## src/hw/apfs_pkg.sv

```systemverilog
package apfs_pkg;

  // Register map (word offsets chosen for this block)
  localparam logic [3:0] ADDR_ENV2    = 4'h0;
  localparam logic [3:0] ADDR_OUTVAL  = 4'h1;
  localparam logic [3:0] ADDR_ONESHOT = 4'h2;
  localparam logic [3:0] ADDR_PINS    = 4'h3;
  localparam logic [3:0] ADDR_ENC     = 4'h4;

  localparam logic [31:0] ENV2_RESET  = 32'h0000_0000;
  localparam logic [7:0]  OUTVAL_RESET = 8'h00;

  // Field layout of the environment register
  localparam int FUNC_WIDTH    = 2;
  localparam int NUM_PINS      = 8;
  localparam int POL_ZERO_BIT  = 16;
  localparam int POL_ONE_BIT   = 17;
  localparam int ENC_FILT_BIT  = 18;
  localparam int ENV2_IMPL_MSB = 18;

  // Function codes
  localparam logic [1:0] FN_INPUT  = 2'h0;
  localparam logic [1:0] FN_OUTPUT = 2'h1;
  localparam logic [1:0] FN_FLAGLO = 2'h2;
  localparam logic [1:0] FN_FLAGHI = 2'h3;

  // Timing
  localparam int  CLOCK_HZ        = 50_000_000;
  localparam int  ONESHOT_MS      = 26;
  localparam int  ONESHOT_CYCLES  = (CLOCK_HZ / 1000) * ONESHOT_MS;
  localparam int  FILTER_CYCLES   = 3;

  typedef struct packed {
    logic accel;
    logic decel;
    logic constSpeed;
    logic [4:0] compareMatch;
  } apfs_motion_t;

  typedef struct packed {
    logic phaseA;
    logic phaseB;
    logic index;
  } apfs_encoder_t;

endpackage : apfs_pkg

```

## src/hw/apfs_noise_filter.sv

```systemverilog
`timescale 1ns/10ps
// With enable high, passes a level only after it has held for FILT_CYCLES clocks; with enable low, follows the input
module apfs_noise_filter #(
  parameter int FILT_CYCLES = apfs_pkg::FILTER_CYCLES
) (
  // Clock and reset
  input  wire logic clock,
  input  wire logic sys_rst,
  // Data
  input  wire logic enable,
  input  wire logic rawIn,
  output logic      filtOut
);

  logic [1:0] holdCount;

  always_ff @(posedge clock or posedge sys_rst) begin
    if (sys_rst) begin
      holdCount <= 2'h0;
      filtOut   <= 1'b0;
    end else if (!enable) begin
      holdCount <= 2'h0;
      filtOut   <= rawIn;
    end else if (rawIn == filtOut) begin
      holdCount <= 2'h0;
    end else if (holdCount == 2'(FILT_CYCLES - 1)) begin
      // Pulses shorter than the window never reach the output
      holdCount <= 2'h0;
      filtOut   <= rawIn;
    end else begin
      holdCount <= holdCount + 2'h1;
    end
  end

endmodule : apfs_noise_filter

```

## src/hw/apfs_port_function_select.sv

```systemverilog
// Design decisions made here: the address-and-strobe port and the register addresses.
`timescale 1ns/10ps
module apfs_port_function_select #(
  parameter int ONESHOT_LEN = apfs_pkg::ONESHOT_CYCLES
) (
  // Clock and reset
  input  wire logic                   clock,
  input  wire logic                   sys_rst,
  // Register port
  input  wire logic [3:0]             regAddr,
  input  wire logic [31:0]            regWrData,
  input  wire logic                   regWrite,
  input  wire logic                   regRead,
  output logic      [31:0]            regRdData,
  // Motion status from the axis
  input  wire apfs_pkg::apfs_motion_t motionStatus,
  // Port pins
  input  wire logic [7:0]             portPinIn,
  output logic      [7:0]             portPinOut,
  output logic      [7:0]             portPinOe,
  // Encoder pins and conditioned result
  input  wire apfs_pkg::apfs_encoder_t encoderPins,
  output apfs_pkg::apfs_encoder_t      encoderClean
);

  localparam int NP = apfs_pkg::NUM_PINS;

  logic [31:0]              environment_two_port_config;
  logic [NP-1:0]            outValue;
  logic [1:0]               shotActive;
  logic [1:0][24:0]         shotCount;
  logic [NP-1:0]            pinSync1;
  logic [NP-1:0]            pinSync2;
  apfs_pkg::apfs_encoder_t  encSync1;
  apfs_pkg::apfs_encoder_t  encSync2;
  apfs_pkg::apfs_encoder_t  encFilt;
  logic [NP-1:0]            next_pinOut;
  logic [NP-1:0]            next_pinOe;
  logic [NP-1:0]            flagLevel;
  logic                     filterOn;

  function automatic logic [1:0] pinFunc(input logic [31:0] env, input int idx);
    pinFunc = env[idx*apfs_pkg::FUNC_WIDTH +: apfs_pkg::FUNC_WIDTH];
  endfunction : pinFunc

  assign filterOn = environment_two_port_config[apfs_pkg::ENC_FILT_BIT];
  assign flagLevel = {motionStatus.compareMatch, motionStatus.constSpeed,
                      motionStatus.decel, motionStatus.accel};

  // Configuration and output value registers
  always_ff @(posedge clock or posedge sys_rst) begin
    if (sys_rst) begin
      environment_two_port_config <= apfs_pkg::ENV2_RESET;
    end else if (regWrite && regAddr == apfs_pkg::ADDR_ENV2) begin
      // Bits above the implemented fields read as zero
      environment_two_port_config <= {13'h0000, regWrData[apfs_pkg::ENV2_IMPL_MSB:0]};
    end
  end

  always_ff @(posedge clock or posedge sys_rst) begin
    if (sys_rst) begin
      outValue <= apfs_pkg::OUTVAL_RESET;
    end else if (regWrite && regAddr == apfs_pkg::ADDR_OUTVAL) begin
      outValue <= regWrData[NP-1:0];
    end
  end

  // One-shot timers for pins zero and one, retriggered by a write of 1
  genvar s;
  generate
    for (s = 0; s < 2; s++) begin : g_shot
      always_ff @(posedge clock or posedge sys_rst) begin
        if (sys_rst) begin
          shotActive[s] <= 1'b0;
          shotCount[s]  <= 25'h0000000;
        end else if (regWrite && regAddr == apfs_pkg::ADDR_ONESHOT && regWrData[s]) begin
          shotActive[s] <= 1'b1;
          shotCount[s]  <= 25'(ONESHOT_LEN - 1);
        end else if (shotActive[s]) begin
          if (shotCount[s] == 25'h0000000) begin
            shotActive[s] <= 1'b0;
          end else begin
            shotCount[s] <= shotCount[s] - 25'h0000001;
          end
        end
      end
    end
  endgenerate

  // Input synchronisers
  always_ff @(posedge clock or posedge sys_rst) begin
    if (sys_rst) begin
      pinSync1 <= 8'h00;
      pinSync2 <= 8'h00;
      encSync1 <= 3'h0;
      encSync2 <= 3'h0;
    end else begin
      pinSync1 <= portPinIn;
      pinSync2 <= pinSync1;
      encSync1 <= encoderPins;
      encSync2 <= encSync1;
    end
  end

  // Encoder filter, one per line
  genvar e;
  generate
    for (e = 0; e < 3; e++) begin : g_filt
      apfs_noise_filter #(
        .FILT_CYCLES (apfs_pkg::FILTER_CYCLES)
      ) u_filt (
        .clock   (clock),
        .sys_rst (sys_rst),
        .enable  (filterOn),
        .rawIn   (encSync2[e]),
        .filtOut (encFilt[e])
      );
    end
  endgenerate

  always_ff @(posedge clock or posedge sys_rst) begin
    if (sys_rst) begin
      encoderClean <= 3'h0;
    end else begin
      encoderClean <= encFilt;
    end
  end

  // Pin function decode
  always_comb begin
    logic [1:0] fn;
    logic       pol;
    fn          = 2'h0;
    pol         = 1'b0;
    next_pinOut = 8'h00;
    next_pinOe  = 8'h00;
    // Pins zero and one: 01 differs between them, polarity from its own bit
    for (int p = 0; p < 2; p++) begin
      fn  = pinFunc(environment_two_port_config, p);
      pol = environment_two_port_config[apfs_pkg::POL_ZERO_BIT + p];
      case (fn)
        apfs_pkg::FN_INPUT: begin
          next_pinOe[p] = 1'b0;
        end
        apfs_pkg::FN_OUTPUT: begin
          // Pin zero has no output mode, code 01 is still an input
          next_pinOe[p]  = (p == 1);
          next_pinOut[p] = (p == 1) ? outValue[p] : 1'b0;
        end
        apfs_pkg::FN_FLAGLO: begin
          next_pinOe[p]  = 1'b1;
          next_pinOut[p] = ~(flagLevel[p] ^ pol);
        end
        apfs_pkg::FN_FLAGHI: begin
          next_pinOe[p]  = 1'b1;
          next_pinOut[p] = ~(shotActive[p] ^ pol);
        end
        default: begin
          next_pinOe[p] = 1'b0;
        end
      endcase
    end
    for (int p = 2; p < NP; p++) begin
      fn = pinFunc(environment_two_port_config, p);
      case (fn)
        apfs_pkg::FN_INPUT: begin
          next_pinOe[p] = 1'b0;
        end
        apfs_pkg::FN_OUTPUT: begin
          next_pinOe[p]  = 1'b1;
          next_pinOut[p] = outValue[p];
        end
        apfs_pkg::FN_FLAGLO: begin
          next_pinOe[p]  = 1'b1;
          next_pinOut[p] = ~flagLevel[p];
        end
        apfs_pkg::FN_FLAGHI: begin
          next_pinOe[p]  = 1'b1;
          next_pinOut[p] = flagLevel[p];
        end
        default: begin
          next_pinOe[p] = 1'b0;
        end
      endcase
    end
  end

  always_ff @(posedge clock or posedge sys_rst) begin
    if (sys_rst) begin
      portPinOut <= 8'h00;
      portPinOe  <= 8'h00;
    end else begin
      portPinOut <= next_pinOut;
      portPinOe  <= next_pinOe;
    end
  end

  // Read port, data in the cycle after the strobe
  always_ff @(posedge clock or posedge sys_rst) begin
    if (sys_rst) begin
      regRdData <= 32'h0000_0000;
    end else if (regRead) begin
      case (regAddr)
        apfs_pkg::ADDR_ENV2:    regRdData <= environment_two_port_config;
        apfs_pkg::ADDR_OUTVAL:  regRdData <= {24'h000000, outValue};
        apfs_pkg::ADDR_ONESHOT: regRdData <= {30'h00000000, shotActive};
        apfs_pkg::ADDR_PINS:    regRdData <= {24'h000000, pinSync2};
        apfs_pkg::ADDR_ENC:     regRdData <= {29'h00000000, encFilt};
        default:                regRdData <= 32'h0000_0000;
      endcase
    end else begin
      regRdData <= 32'h0000_0000;
    end
  end

  // Checks
  pin0_input_a: assert property (@(posedge clock) disable iff (sys_rst)
    (environment_two_port_config[1] == 1'b0) |=> !portPinOe[0])
    else $error("pin zero driven in input mode");

  accel_out_a: assert property (@(posedge clock) disable iff (sys_rst)
    (environment_two_port_config[1:0] == 2'h2)
      |=> portPinOe[0] && (portPinOut[0] == ~($past(motionStatus.accel) ^
          $past(environment_two_port_config[16]))))
    else $error("pin zero not showing acceleration flag");

  shot_len_a: assert property (@(posedge clock) disable iff (sys_rst)
    (regWrite && regAddr == apfs_pkg::ADDR_ONESHOT && regWrData[0])
      |=> shotActive[0] && shotCount[0] == 25'(ONESHOT_LEN - 1))
    else $error("one-shot not loaded with its length");

  shot_pin1_a: assert property (@(posedge clock) disable iff (sys_rst)
    (environment_two_port_config[3:2] == 2'h3)
      |=> portPinOe[1] && (portPinOut[1] == ~($past(shotActive[1]) ^
          $past(environment_two_port_config[17]))))
    else $error("pin one one-shot level wrong");

  pin1_output_a: assert property (@(posedge clock) disable iff (sys_rst)
    (environment_two_port_config[3:2] == 2'h1)
      |=> portPinOe[1] && portPinOut[1] == $past(outValue[1]))
    else $error("pin one output value wrong");

  decel_out_a: assert property (@(posedge clock) disable iff (sys_rst)
    (environment_two_port_config[3:2] == 2'h2)
      |=> portPinOut[1] == ~($past(motionStatus.decel) ^
          $past(environment_two_port_config[17])))
    else $error("pin one not showing deceleration flag");

  speed_low_a: assert property (@(posedge clock) disable iff (sys_rst)
    (environment_two_port_config[5:4] == 2'h2)
      |=> portPinOut[2] == !$past(motionStatus.constSpeed))
    else $error("constant-speed flag polarity wrong");

  cmp_one_low_a: assert property (@(posedge clock) disable iff (sys_rst)
    (environment_two_port_config[7:6] == 2'h2)
      |=> portPinOe[3] && portPinOut[3] == !$past(motionStatus.compareMatch[0]))
    else $error("comparator one output wrong");

  cmp_two_high_a: assert property (@(posedge clock) disable iff (sys_rst)
    (environment_two_port_config[9:8] == 2'h3)
      |=> portPinOe[4] && portPinOut[4] == $past(motionStatus.compareMatch[1]))
    else $error("comparator two output wrong");

  cmp_three_low_a: assert property (@(posedge clock) disable iff (sys_rst)
    (environment_two_port_config[11:10] == 2'h2)
      |=> portPinOe[5] && portPinOut[5] == !$past(motionStatus.compareMatch[2]))
    else $error("comparator three output wrong");

  cmp_four_high_a: assert property (@(posedge clock) disable iff (sys_rst)
    (environment_two_port_config[13:12] == 2'h3)
      |=> portPinOe[6] && portPinOut[6] == $past(motionStatus.compareMatch[3]))
    else $error("comparator four output wrong");

  cmp_high_a: assert property (@(posedge clock) disable iff (sys_rst)
    (environment_two_port_config[15:14] == 2'h3)
      |=> portPinOe[7] && portPinOut[7] == $past(motionStatus.compareMatch[4]))
    else $error("comparator five output wrong");

  filter_off_a: assert property (@(posedge clock) disable iff (sys_rst)
    !filterOn |=> encFilt == $past(encSync2))
    else $error("encoder path delayed with filter off");

  enc_filter_on_a: assert property (@(posedge clock) disable iff (sys_rst)
    filterOn && $changed(encSync2.phaseA) |=> encFilt.phaseA == $past(encFilt.phaseA))
    else $error("encoder edge passed filter at once");

  outval_hold_a: assert property (@(posedge clock) disable iff (sys_rst)
    !(regWrite && regAddr == apfs_pkg::ADDR_OUTVAL) |=> $stable(outValue))
    else $error("output value changed without a write");

endmodule : apfs_port_function_select

```

## config.mk

```make
export PLATFORM = sky130hd
export DESIGN_NAME = apfs_port_function_select
export DESIGN_NICKNAME = d
export VERILOG_FILES = /design/src/hw/apfs_pkg.sv /design/src/hw/apfs_noise_filter.sv /design/src/hw/apfs_port_function_select.sv
export SDC_FILE = /design/constraint.sdc
export NUM_CORES = 1
export LEC_CHECK = 0
export BUFFER_PORTS_ARGS = -buffer_cell sky130_fd_sc_hd__buf_4
export CAP_MARGIN = 15
export CORE_MARGIN = 3
export CORE_UTILIZATION = 60
export CTS_BUF_LIST = sky130_fd_sc_hd__clkbuf_8
export DETAILED_ROUTE_END_ITERATION = 10
export GPL_TIMING_DRIVEN = 0
export PLACE_DENSITY = 0.85
export REMOVE_ABC_BUFFERS = 1
export SYNTH_ARGS = -nofsm -noshare
export SYNTH_HDL_FRONTEND = slang
export SYNTH_SLANG_ARGS = --single-unit
```

## constraint.sdc

```tcl
create_clock -name clock -period 8.9 [get_ports clock]
set_clock_uncertainty 0.1 [all_clocks]
set_input_delay 0.445 -clock clock [delete_from_list [all_inputs] [get_ports clock]]
set_output_delay 0.445 -clock clock [all_outputs]
set_load 0.05 [all_outputs]
```

==> results of run 1 <==
-- kinds of logic after synthesis --
| logic type | count (synthesis) | synth area share |
|---|---|---|
| flops | 148 | 0.5776 |
| xor+xnor | 21 | 0.02868 |
| simple gates | 204 | 0.1805 |
| buf+inv | 46 | 0.03746 |
| compound gates | 85 | 0.07961 |
| mux | 51 | 0.08780 |
| fa+ha+maj | 4 | 0.007805 |
| other cells | 1 | 0.0005848 |
-- per-layer routing --
metal	track usage	vias to the layer above
met3	0.05109	22
li1	-	2164
met4	0.09884	0
met2	0.3906	182
met5	0	-
met1	0.2990	2269
-- synthesized netlist by cell type (all sizes together), types with 10 or more instances --
cell type	n	area [sq um]
a21oi	22	110.1
and2	12	75.07
buf	19	138.9
clkbuf	16	60.06
dfrtp	148	3704
inv	11	41.29
mux2	42	473.0
nand2	37	138.9
nor2	37	138.9
nor4	13	81.33
o21ai	29	145.1
o31ai	10	75.07
or3	20	128.9
or4	17	128.9
xor2	16	140.1
-- stage by stage --
step | hold slack (ns) | worst slack (ns) | util
floorplan | 0.2312 | 4.375 | -
global placement | 0.2335 | 3.036 | 0.6800
detailed placement | 0.2347 | 5.555 | 0.6832
CTS | 0.07631 | 5.503 | 0.7368
global route | 0.07804 | 5.668 | 0.7381
finish | 0.1013 | 5.768 | 0.7381
-- registers in the layout, indices dropped and copies added, names as in the netlist --
| register | flops |
|---|---|
| shotCount | 50 |
| environment_two_port_config | 19 |
| regRdData | 19 |
| outValue | 8 |
| pinSync1 | 8 |
| pinSync2 | 8 |
| portPinOe | 8 |
| portPinOut | 8 |
| g_filt.u_filt.holdCount | 6 |
| encSync1 | 3 |
| encSync2 | 3 |
| encoderClean | 3 |
| g_filt.u_filt.filtOut | 3 |
| shotActive | 2 |
-- power groups by stage --
stage	registers [mW]	logic, mW	clock network (mW)
floorplan	0.976	0.232	0
global placement	0.906	0.409	0
detailed placement	0.916	0.430	0
CTS	0.906	0.440	0.580
global route	0.928	0.481	0.611
finish	0.908	0.439	0.573
-- area by class of cell --
class	instances	area [sq um]
Clock inverter	12	188.9
Multi-Input combinational cell	378	2514
Tap cell	136	170.2
Clock buffer	18	247.7
Sequential cell	148	3704
Inverter	11	46.29
Fill cell	638	2716
Timing Repair Buffer	98	783.3
-- worst max-delay path: stages, from the launching register on --
cell     delay, ns
dfrtp_1       0.41
or4_1         0.67
or4_1         0.69
or4b_4        0.62
or4_1         0.41
a21oi_1       0.15
-- path summary, 6_finish.rpt --
kind | from | to | slack (ns)
min in group asynchronous | sys_rst | shotCount[16]$_DFFE_PP0P_ | 0.49
max in group asynchronous | sys_rst | regRdData[2]$_DFF_PP0_ | 7.40
setup / recovery | shotCount[32]$_DFFE_PP0P_ | shotCount[46]$_DFFE_PP0P_ | 5.77
hold reg to reg | encSync1[0]$_DFF_PP0_ | encSync2[0]$_DFF_PP0_ | 0.25
hold / removal | motionStatus[3] | portPinOut[6]$_DFF_PP0_ | 0.10
setup reg to reg | shotCount[32]$_DFFE_PP0P_ | shotCount[46]$_DFFE_PP0P_ | 5.77
-- repair_timing --
item                      4_1_cts  5_1_grt
hold buffers                   12        0
gates resized for setup         0        0
hold endpoints to repair       60        0
==> flow_summary.toml, run 1 <==
[global_route]
antenna_found_initial = 0
grt_use_total = 0.2349
grt_pass1_vias = 4573
overflow = 0
grt_pass1_wl_mm = 21.80
grt_max_degree = 100

[clock_network]
clkSinkCount = 148
path_clk_slew_ns = 0.08
tritoncts = "built"
ctsLongestPathBuffers = 2
h-tree-depth = 4
cts_root_buf = "clkbuf_8"
clkLatencyLatePin_ns = 0.44
numCtsBuffers = 17
cts_setup_buffers = 0

[layout]
post-route-cell-area_sq_um = 7654
final_common_cell = "dfrtp_1"
num_antenna_cells = 0
layout_common_cells = "dfrtp_1 (148), buf_4 (83), mux2_2 (42)"
fin_nets = 717
drive_above_1_share = 0.2586
final_cells = 801
area_growth_pct = 19.36

[floorplanning]
fp.dieH_microns = 109.4
initial_utilization = 0.6184
die_x_microns = 109.4
core_area_sq_um = 10370
row_count = 37
die-area_sq_um = 11960
ios = 110

[sta]
fin_tns_setup_ns = 0
fin_crit_sh = 0.3519
worst_pin_slew_ns = 0.9874
drv_slew = 0
relSlewSlack = 0.3399
post-route-min-period_ns = 3.132
hold_viol_final = 0
setup_viol = 0
fmax_mhz = 319.3
rsz0062_at_grt = "no"

[run_status]
status = "finished clean"

[pwr]
finalPower_mw = 1.920
p_comb_frac = 0.229
ir_worst_vdd_v = 0.0001363
internal-power_mw = 1.313
power_frac_clock = 0.298
power_per_cell_area_nw_per_um2 = 250.9
swShare = 0.3161
p_seq_frac = 0.473
p_sw_uw = 607.0
p_leak_nw = 3.340

[worst_setup_path]
path_class = "reg2reg"
critPathLaunchType = "flip-flop"
path_max_fanout = 7
cp.arrival_ns = 3.39
rr_worst_depth = 5
cp.required_ns = 9.16
end_kind = "flip-flop"

[placement]
place.gp.congestion = 0.8640
placed_cell_area_sq_um = 7084
dp_cells = 757
dpl.hpwl_mm = 8.842
io_buffers = 83

[route]
vias = 4637
ant_nets = 0
met2_wirelength_mm = 6.722
dr.pass1.iters = 5
top_layer = "met4"
met1_length_mm = 5.657
wl_met3_microns = 868
vias_per_cell = 5.789
drc = 0
wl_per_cell_microns = 16.82
totalWireLength_mm = 13.47
dr.first_iter.drc_count = 399

[yosys]
syn_inst = 560
synth_edf_count = 0
synth_cell_types = 48
yosys_warnings = 0
synthArstFlopShare = 1.000
ys_seq_elements = 148
avgSynthCellArea_sq_um = 11.45
yosys_most_used_dff = "dfrtp_1"
synthesis.area_sq_um = 6412
ys_seq_area_frac = 0.5776

[min_path]
hold_path.class = "in2reg"
holdPathStages = 2

[flow_run]
maxCapViolations = 0
Power figures use the tool's default switching activity.
==> run 2: changes to the inputs <==
CORE_UTILIZATION = 58   (was 60)
PLACE_DENSITY = 0.82   (was 0.85)
clock period = 3.2 ns   (was 8.9 ns; I/O delays follow)
==> run 2 against run 1 <==
Against the previous run: critical endpoint unchanged; non-clock buffer count rose by 27; sequential cell count did not move; design area rose by 3.8%.
==> flow_summary.toml, run 2 (synthesized netlist as in run 1, its figures left out) <==
[run_status]
status = "finished clean"

[worst_setup_path]
cp.arrival_ns = 3.29
crit_chain = "or4_1 > or4_4 > or4b_4 > or4_1 > a21oi_1"
path_max_fanout = 7
end_kind = "flip-flop"
cp.required_ns = 3.46
critical-path-max-stage-delay_ns = 0.67
crit_path_top_delay_cell = "or4_1"
crit_path_frequent_cell = "or4_1"
path_class = "reg2reg"
critPathLaunchType = "flip-flop"

[layout]
post-route-cell-area_sq_um = 7943
num_antenna_cells = 0
final_cells = 829
multi_input_area_sq_um = 2522
area_growth_pct = 23.86
regArea_sq_um = 3704
layout_common_cells = "dfrtp_1 (148), buf_4 (83), mux2_2 (42)"
drive_above_1_share = 0.2540
final_common_cell = "dfrtp_1"
fin_nets = 744
reg.largest.list = "shotCount x50, environment_two_port_config x19, regRdData x19"
fill_cells = 632
regMostFlops = "shotCount"
largest_reg_flops = 50

[clock_network]
ctsLongestPathBuffers = 2
tritoncts = "built"
path_clk_slew_ns = 0.08
numCtsBuffers = 17
h-tree-depth = 4
clkSinkCount = 148
clkLatencyLatePin_ns = 0.44
cts_root_buf = "clkbuf_8"

[floorplanning]
die-area_sq_um = 12350
row_count = 37
core_area_sq_um = 10560
ios = 110
fp.dieH_microns = 111.1
die_x_microns = 111.1
initial_utilization = 0.6075

[placement]
io_buffers = 83
dp_cells = 757
placed_cell_area_sq_um = 7084
dpl.hpwl_mm = 9.112
place.gp.congestion = 0.8385

[sta]
setup_viol = 0
relSlewSlack = 0.3296
fin_crit_sh = 0.9474
worst_pin_slew_ns = 0.9930
fmax_mhz = 329.9
drv_slew = 0
hold_viol_final = 0
post-route-min-period_ns = 3.032
rsz0062_at_grt = "no"

[pwr]
p_leak_nw = 3.443
finalPower_mw = 5.423
power_per_cell_area_nw_per_um2 = 682.7
ir_worst_vdd_v = 0.0003833

[route]
dr.first_iter.drc_count = 505
totalWireLength_mm = 14.66
dr.pass1.iters = 5
ant_nets = 0
drc = 0
vias = 4827
vias_per_cell = 5.823
wl_per_cell_microns = 17.68

[global_route]
grt_max_degree = 81
grt_pass1_vias = 4874
grt_use_total = 0.2433
overflow = 0
antenna_found_initial = 0
grt_pass1_wl_mm = 24.07

[min_path]
hold_path.class = "in2reg"

[flow_run]
maxCapViolations = 0
run 2: timing repair:
| item | 4_1_cts | 5_1_grt |
|---|---|---|
| gates cloned | 0 | 0 |
| buffers inserted | 0 | 0 |
| setup endpoints to repair | 8 | 3 |
| hold buffers | 40 | 0 |
| hold endpoints to repair | 118 | 0 |
| resized for setup | 1 | 1 |
run 2: per-stage QoR:
step                  util  hold slack (ns)  setup slack, ns  TNS [ns]
CTS                 0.7517          0.01691           0.1070         0
floorplan                -          0.09143           -1.040   -153.87
finish              0.7525          0.05611           0.1684         0
global placement    0.6681           0.1697           -2.400   -354.89
detailed placement  0.6712           0.1706          -0.2203    -1.137
global route        0.7525          0.06314          0.04989         0
run 2: cell type report:
type / instances / area share
flip-flops and latches: 148 / 0.4663
multi-input cells: 378 / 0.3176
repair buffers: 125 / 0.1330
clock buffers: 17 / 0.02946
clock inverters: 14 / 0.02647
well taps: 136 / 0.02142
inverters: 11 / 0.005829
run 2: critical path, delay by kind of cell, from the launching register on:
kind / cells / cell delay [ns]
AO/OA/AOI/OAI: 1 / 0.14
AND/OR/NAND/NOR: 4 / 2.29
flip-flops: 1 / 0.42
run 2: worst paths after layout:
check,startpoint,endpoint,slack [ns],cells past startpoint
max,shotCount[32]$_DFFE_PP0P_,shotCount[46]$_DFFE_PP0P_,0.17,5
min,regAddr[3],regRdData[2]$_DFF_PP0_,0.06,4
max reg2reg,shotCount[32]$_DFFE_PP0P_,shotCount[46]$_DFFE_PP0P_,0.17,5
min reg2reg,encSync1[0]$_DFF_PP0_,encSync2[0]$_DFF_PP0_,0.25,0
max in group asynchronous,sys_rst,pinSync2[5]$_DFF_PP0_,1.96,4
min in group asynchronous,sys_rst,pinSync1[0]$_DFF_PP0_,0.26,3
run 2: power breakdown:
group / switching (mW) / internal, mW / total (mW) / leakage, nW
logic: 0.743 / 0.529 / 1.27 / 1.47
clock network: 0.685 / 0.920 / 1.61 / 0.218
registers: 0.331 / 2.21 / 2.54 / 1.76
run 2: routing by layer:
metal | share of wire | GRT usage | vias up
met1 | 0.41 | 0.3032 | 2389
met5 | 0 | 0 | -
li1 | - | - | 2220
met4 | 0.017 | 0.08110 | 0
met3 | 0.063 | 0.04803 | 27
met2 | 0.51 | 0.4268 | 191
==> run 3: changes to the inputs <==
CTS_CLUSTER_SIZE = 12   (was default)
MAX_ROUTING_LAYER = met4   (was default)
==> run 3 against run 2 <==
Against the previous run: worst hold slack worse by 0.0031 ns; maximum frequency up 0.13%; power is essentially flat; critical path type unchanged; setup slack improved by 0.0040 ns; largest power group unchanged; first-iteration DRC count decreased by 4.6%; critical endpoint unchanged; critical path depth unchanged; sequential cell count stayed put; wire length about the same; largest cell class unchanged; clock power barely moved; sequential power about the same; clock-buffer cell count is the same.
==> flow_summary.toml, run 3 (synthesized netlist as in run 1, its figures left out) <==
[clock_network]
cts_root_buf = "clkbuf_8"
ctsLongestPathBuffers = 2
cts_setup_buffers = 0
tritoncts = "built"
clkSinkCount = 148
clkLatencyLatePin_ns = 0.44
h-tree-depth = 4
path_clk_slew_ns = 0.08
numCtsBuffers = 17

[sta]
fin_ws_ns = 0.1725
hold_ws_ns = 0.05305
fmax_mhz = 330.3
rsz0062_at_grt = "no"
fin_tns_setup_ns = 0
relSlewSlack = 0.3186
drv_slew = 0
hold_viol_final = 0
setup_viol = 0
fin_crit_sh = 0.9461
worst_pin_slew_ns = 1.019
post-route-min-period_ns = 3.028

[min_path]
hold_path.class = "in2reg"

[layout]
largest_reg_flops = 50
fin_nets = 744
regMostFlops = "shotCount"
num_antenna_cells = 0
area_growth_pct = 23.86
drive_above_1_share = 0.2540
reg.largest.list = "shotCount x50, environment_two_port_config x19, regRdData x19"
post-route-cell-area_sq_um = 7943
final_common_cell = "dfrtp_1"
layout_common_cells = "dfrtp_1 (148), buf_4 (83), mux2_2 (42)"
final_util = 0.7525
final_cells = 829

[worst_setup_path]
end_kind = "flip-flop"
cp.arrival_ns = 3.29
cp.required_ns = 3.46
crit_path_frequent_cell = "or4_1"
critical-path-max-stage-delay_ns = 0.67
crit_chain = "or4_1 > or4_4 > or4b_4 > or4_1 > a21oi_1"
critPathTopFamily = "simple AND/OR/NAND/NOR gates"
path_class = "reg2reg"
crit_buf_inv = 0
critPathLaunchType = "flip-flop"
path_max_fanout = 7
crit_path_top_delay_cell = "or4_1"

[pwr]
finalPower_mw = 5.422
ir_worst_vdd_v = 0.0003831
power_per_cell_area_nw_per_um2 = 682.7
p_leak_nw = 3.443

[placement]
placed_cell_area_sq_um = 7084
dp_cells = 757
dpl.hpwl_mm = 9.112
place.gp.congestion = 0.8515
io_buffers = 83
place_ws_ns = -0.2203

[route]
totalWireLength_mm = 14.67
ant_nets = 0
met1_length_mm = 6.019
top_layer = "met4"
vias_per_cell = 5.849
drc = 0
dr.pass1.iters = 5
met2_wirelength_mm = 7.534
wl_per_cell_microns = 17.69
dr.first_iter.drc_count = 482
wl_met3_microns = 848
vias = 4849

[floorplanning]
fp.dieH_microns = 111.1
core_area_sq_um = 10560
die_x_microns = 111.1
die-area_sq_um = 12350
row_count = 37
ios = 110
initial_utilization = 0.6075

[global_route]
antenna_found_initial = 0
overflow = 0
grt_pass1_wl_mm = 24.16
grt_max_degree = 81
grt_pass1_vias = 4858
grt_use_total = 0.2518

[run_status]
status = "finished clean"

[flow_run]
maxCapViolations = 0
==> run 3: cell counts in the layout (fill, tap and decap cells not counted) <==
Identical to the previous run, type by type.
==> run 3: layout make-up <==
class	count	area, sq um
flip-flops and latches	148	3704
clock buffers	17	234.0
well taps	136	170.2
repair buffers	125	1056
fillers	632	2613
multi-input cells	378	2522
clock inverters	14	210.2
inverters	11	46.29
==> run 3: repair_timing <==
item,4_1_cts,5_1_grt
endpoints found under the hold margin,118,0
gates resized for setup,1,1
hold buffers,40,0
endpoints found under the setup margin,8,3
pin swaps,0,0
gates cloned,0,0
==> run 3: final timing paths <==
| path | start | end | slack (ns) | cells after the start |
|---|---|---|---|---|
| max in group asynchronous | sys_rst | shotCount[18]$_DFFE_PP0P_ | 1.95 | 4 |
| hold / removal | regAddr[3] | regRdData[2]$_DFF_PP0_ | 0.05 | 4 |
| min in group asynchronous | sys_rst | pinSync1[0]$_DFF_PP0_ | 0.25 | 3 |
| setup / recovery | shotCount[32]$_DFFE_PP0P_ | shotCount[46]$_DFFE_PP0P_ | 0.17 | 5 |
| setup reg to reg | shotCount[32]$_DFFE_PP0P_ | shotCount[46]$_DFFE_PP0P_ | 0.17 | 5 |
| hold reg to reg | pinSync1[4]$_DFF_PP0_ | pinSync2[4]$_DFF_PP0_ | 0.25 | 0 |
==> run 3: worst reg2reg max path, cell delays in order, from the launching register on <==
cell	delay [ns]
dfrtp_1	0.41
or4_1	0.67
or4_4	0.61
or4b_4	0.59
or4_1	0.41
a21oi_1	0.14
==> run 3: per-layer routing <==
metal / vias up / global-route usage
met5: - / -
met1: 2400 / 0.3032
met3: 29 / 0.05731
li1: 2222 / -
met4: 0 / 0.07380
met2: 198 / 0.4284
==> run 3: power by group <==
part / total (mW) / internal [mW] / switching, mW
Combinational: 1.27 / 0.529 / 0.743
Sequential: 2.54 / 2.21 / 0.329
Clock: 1.61 / 0.920 / 0.687
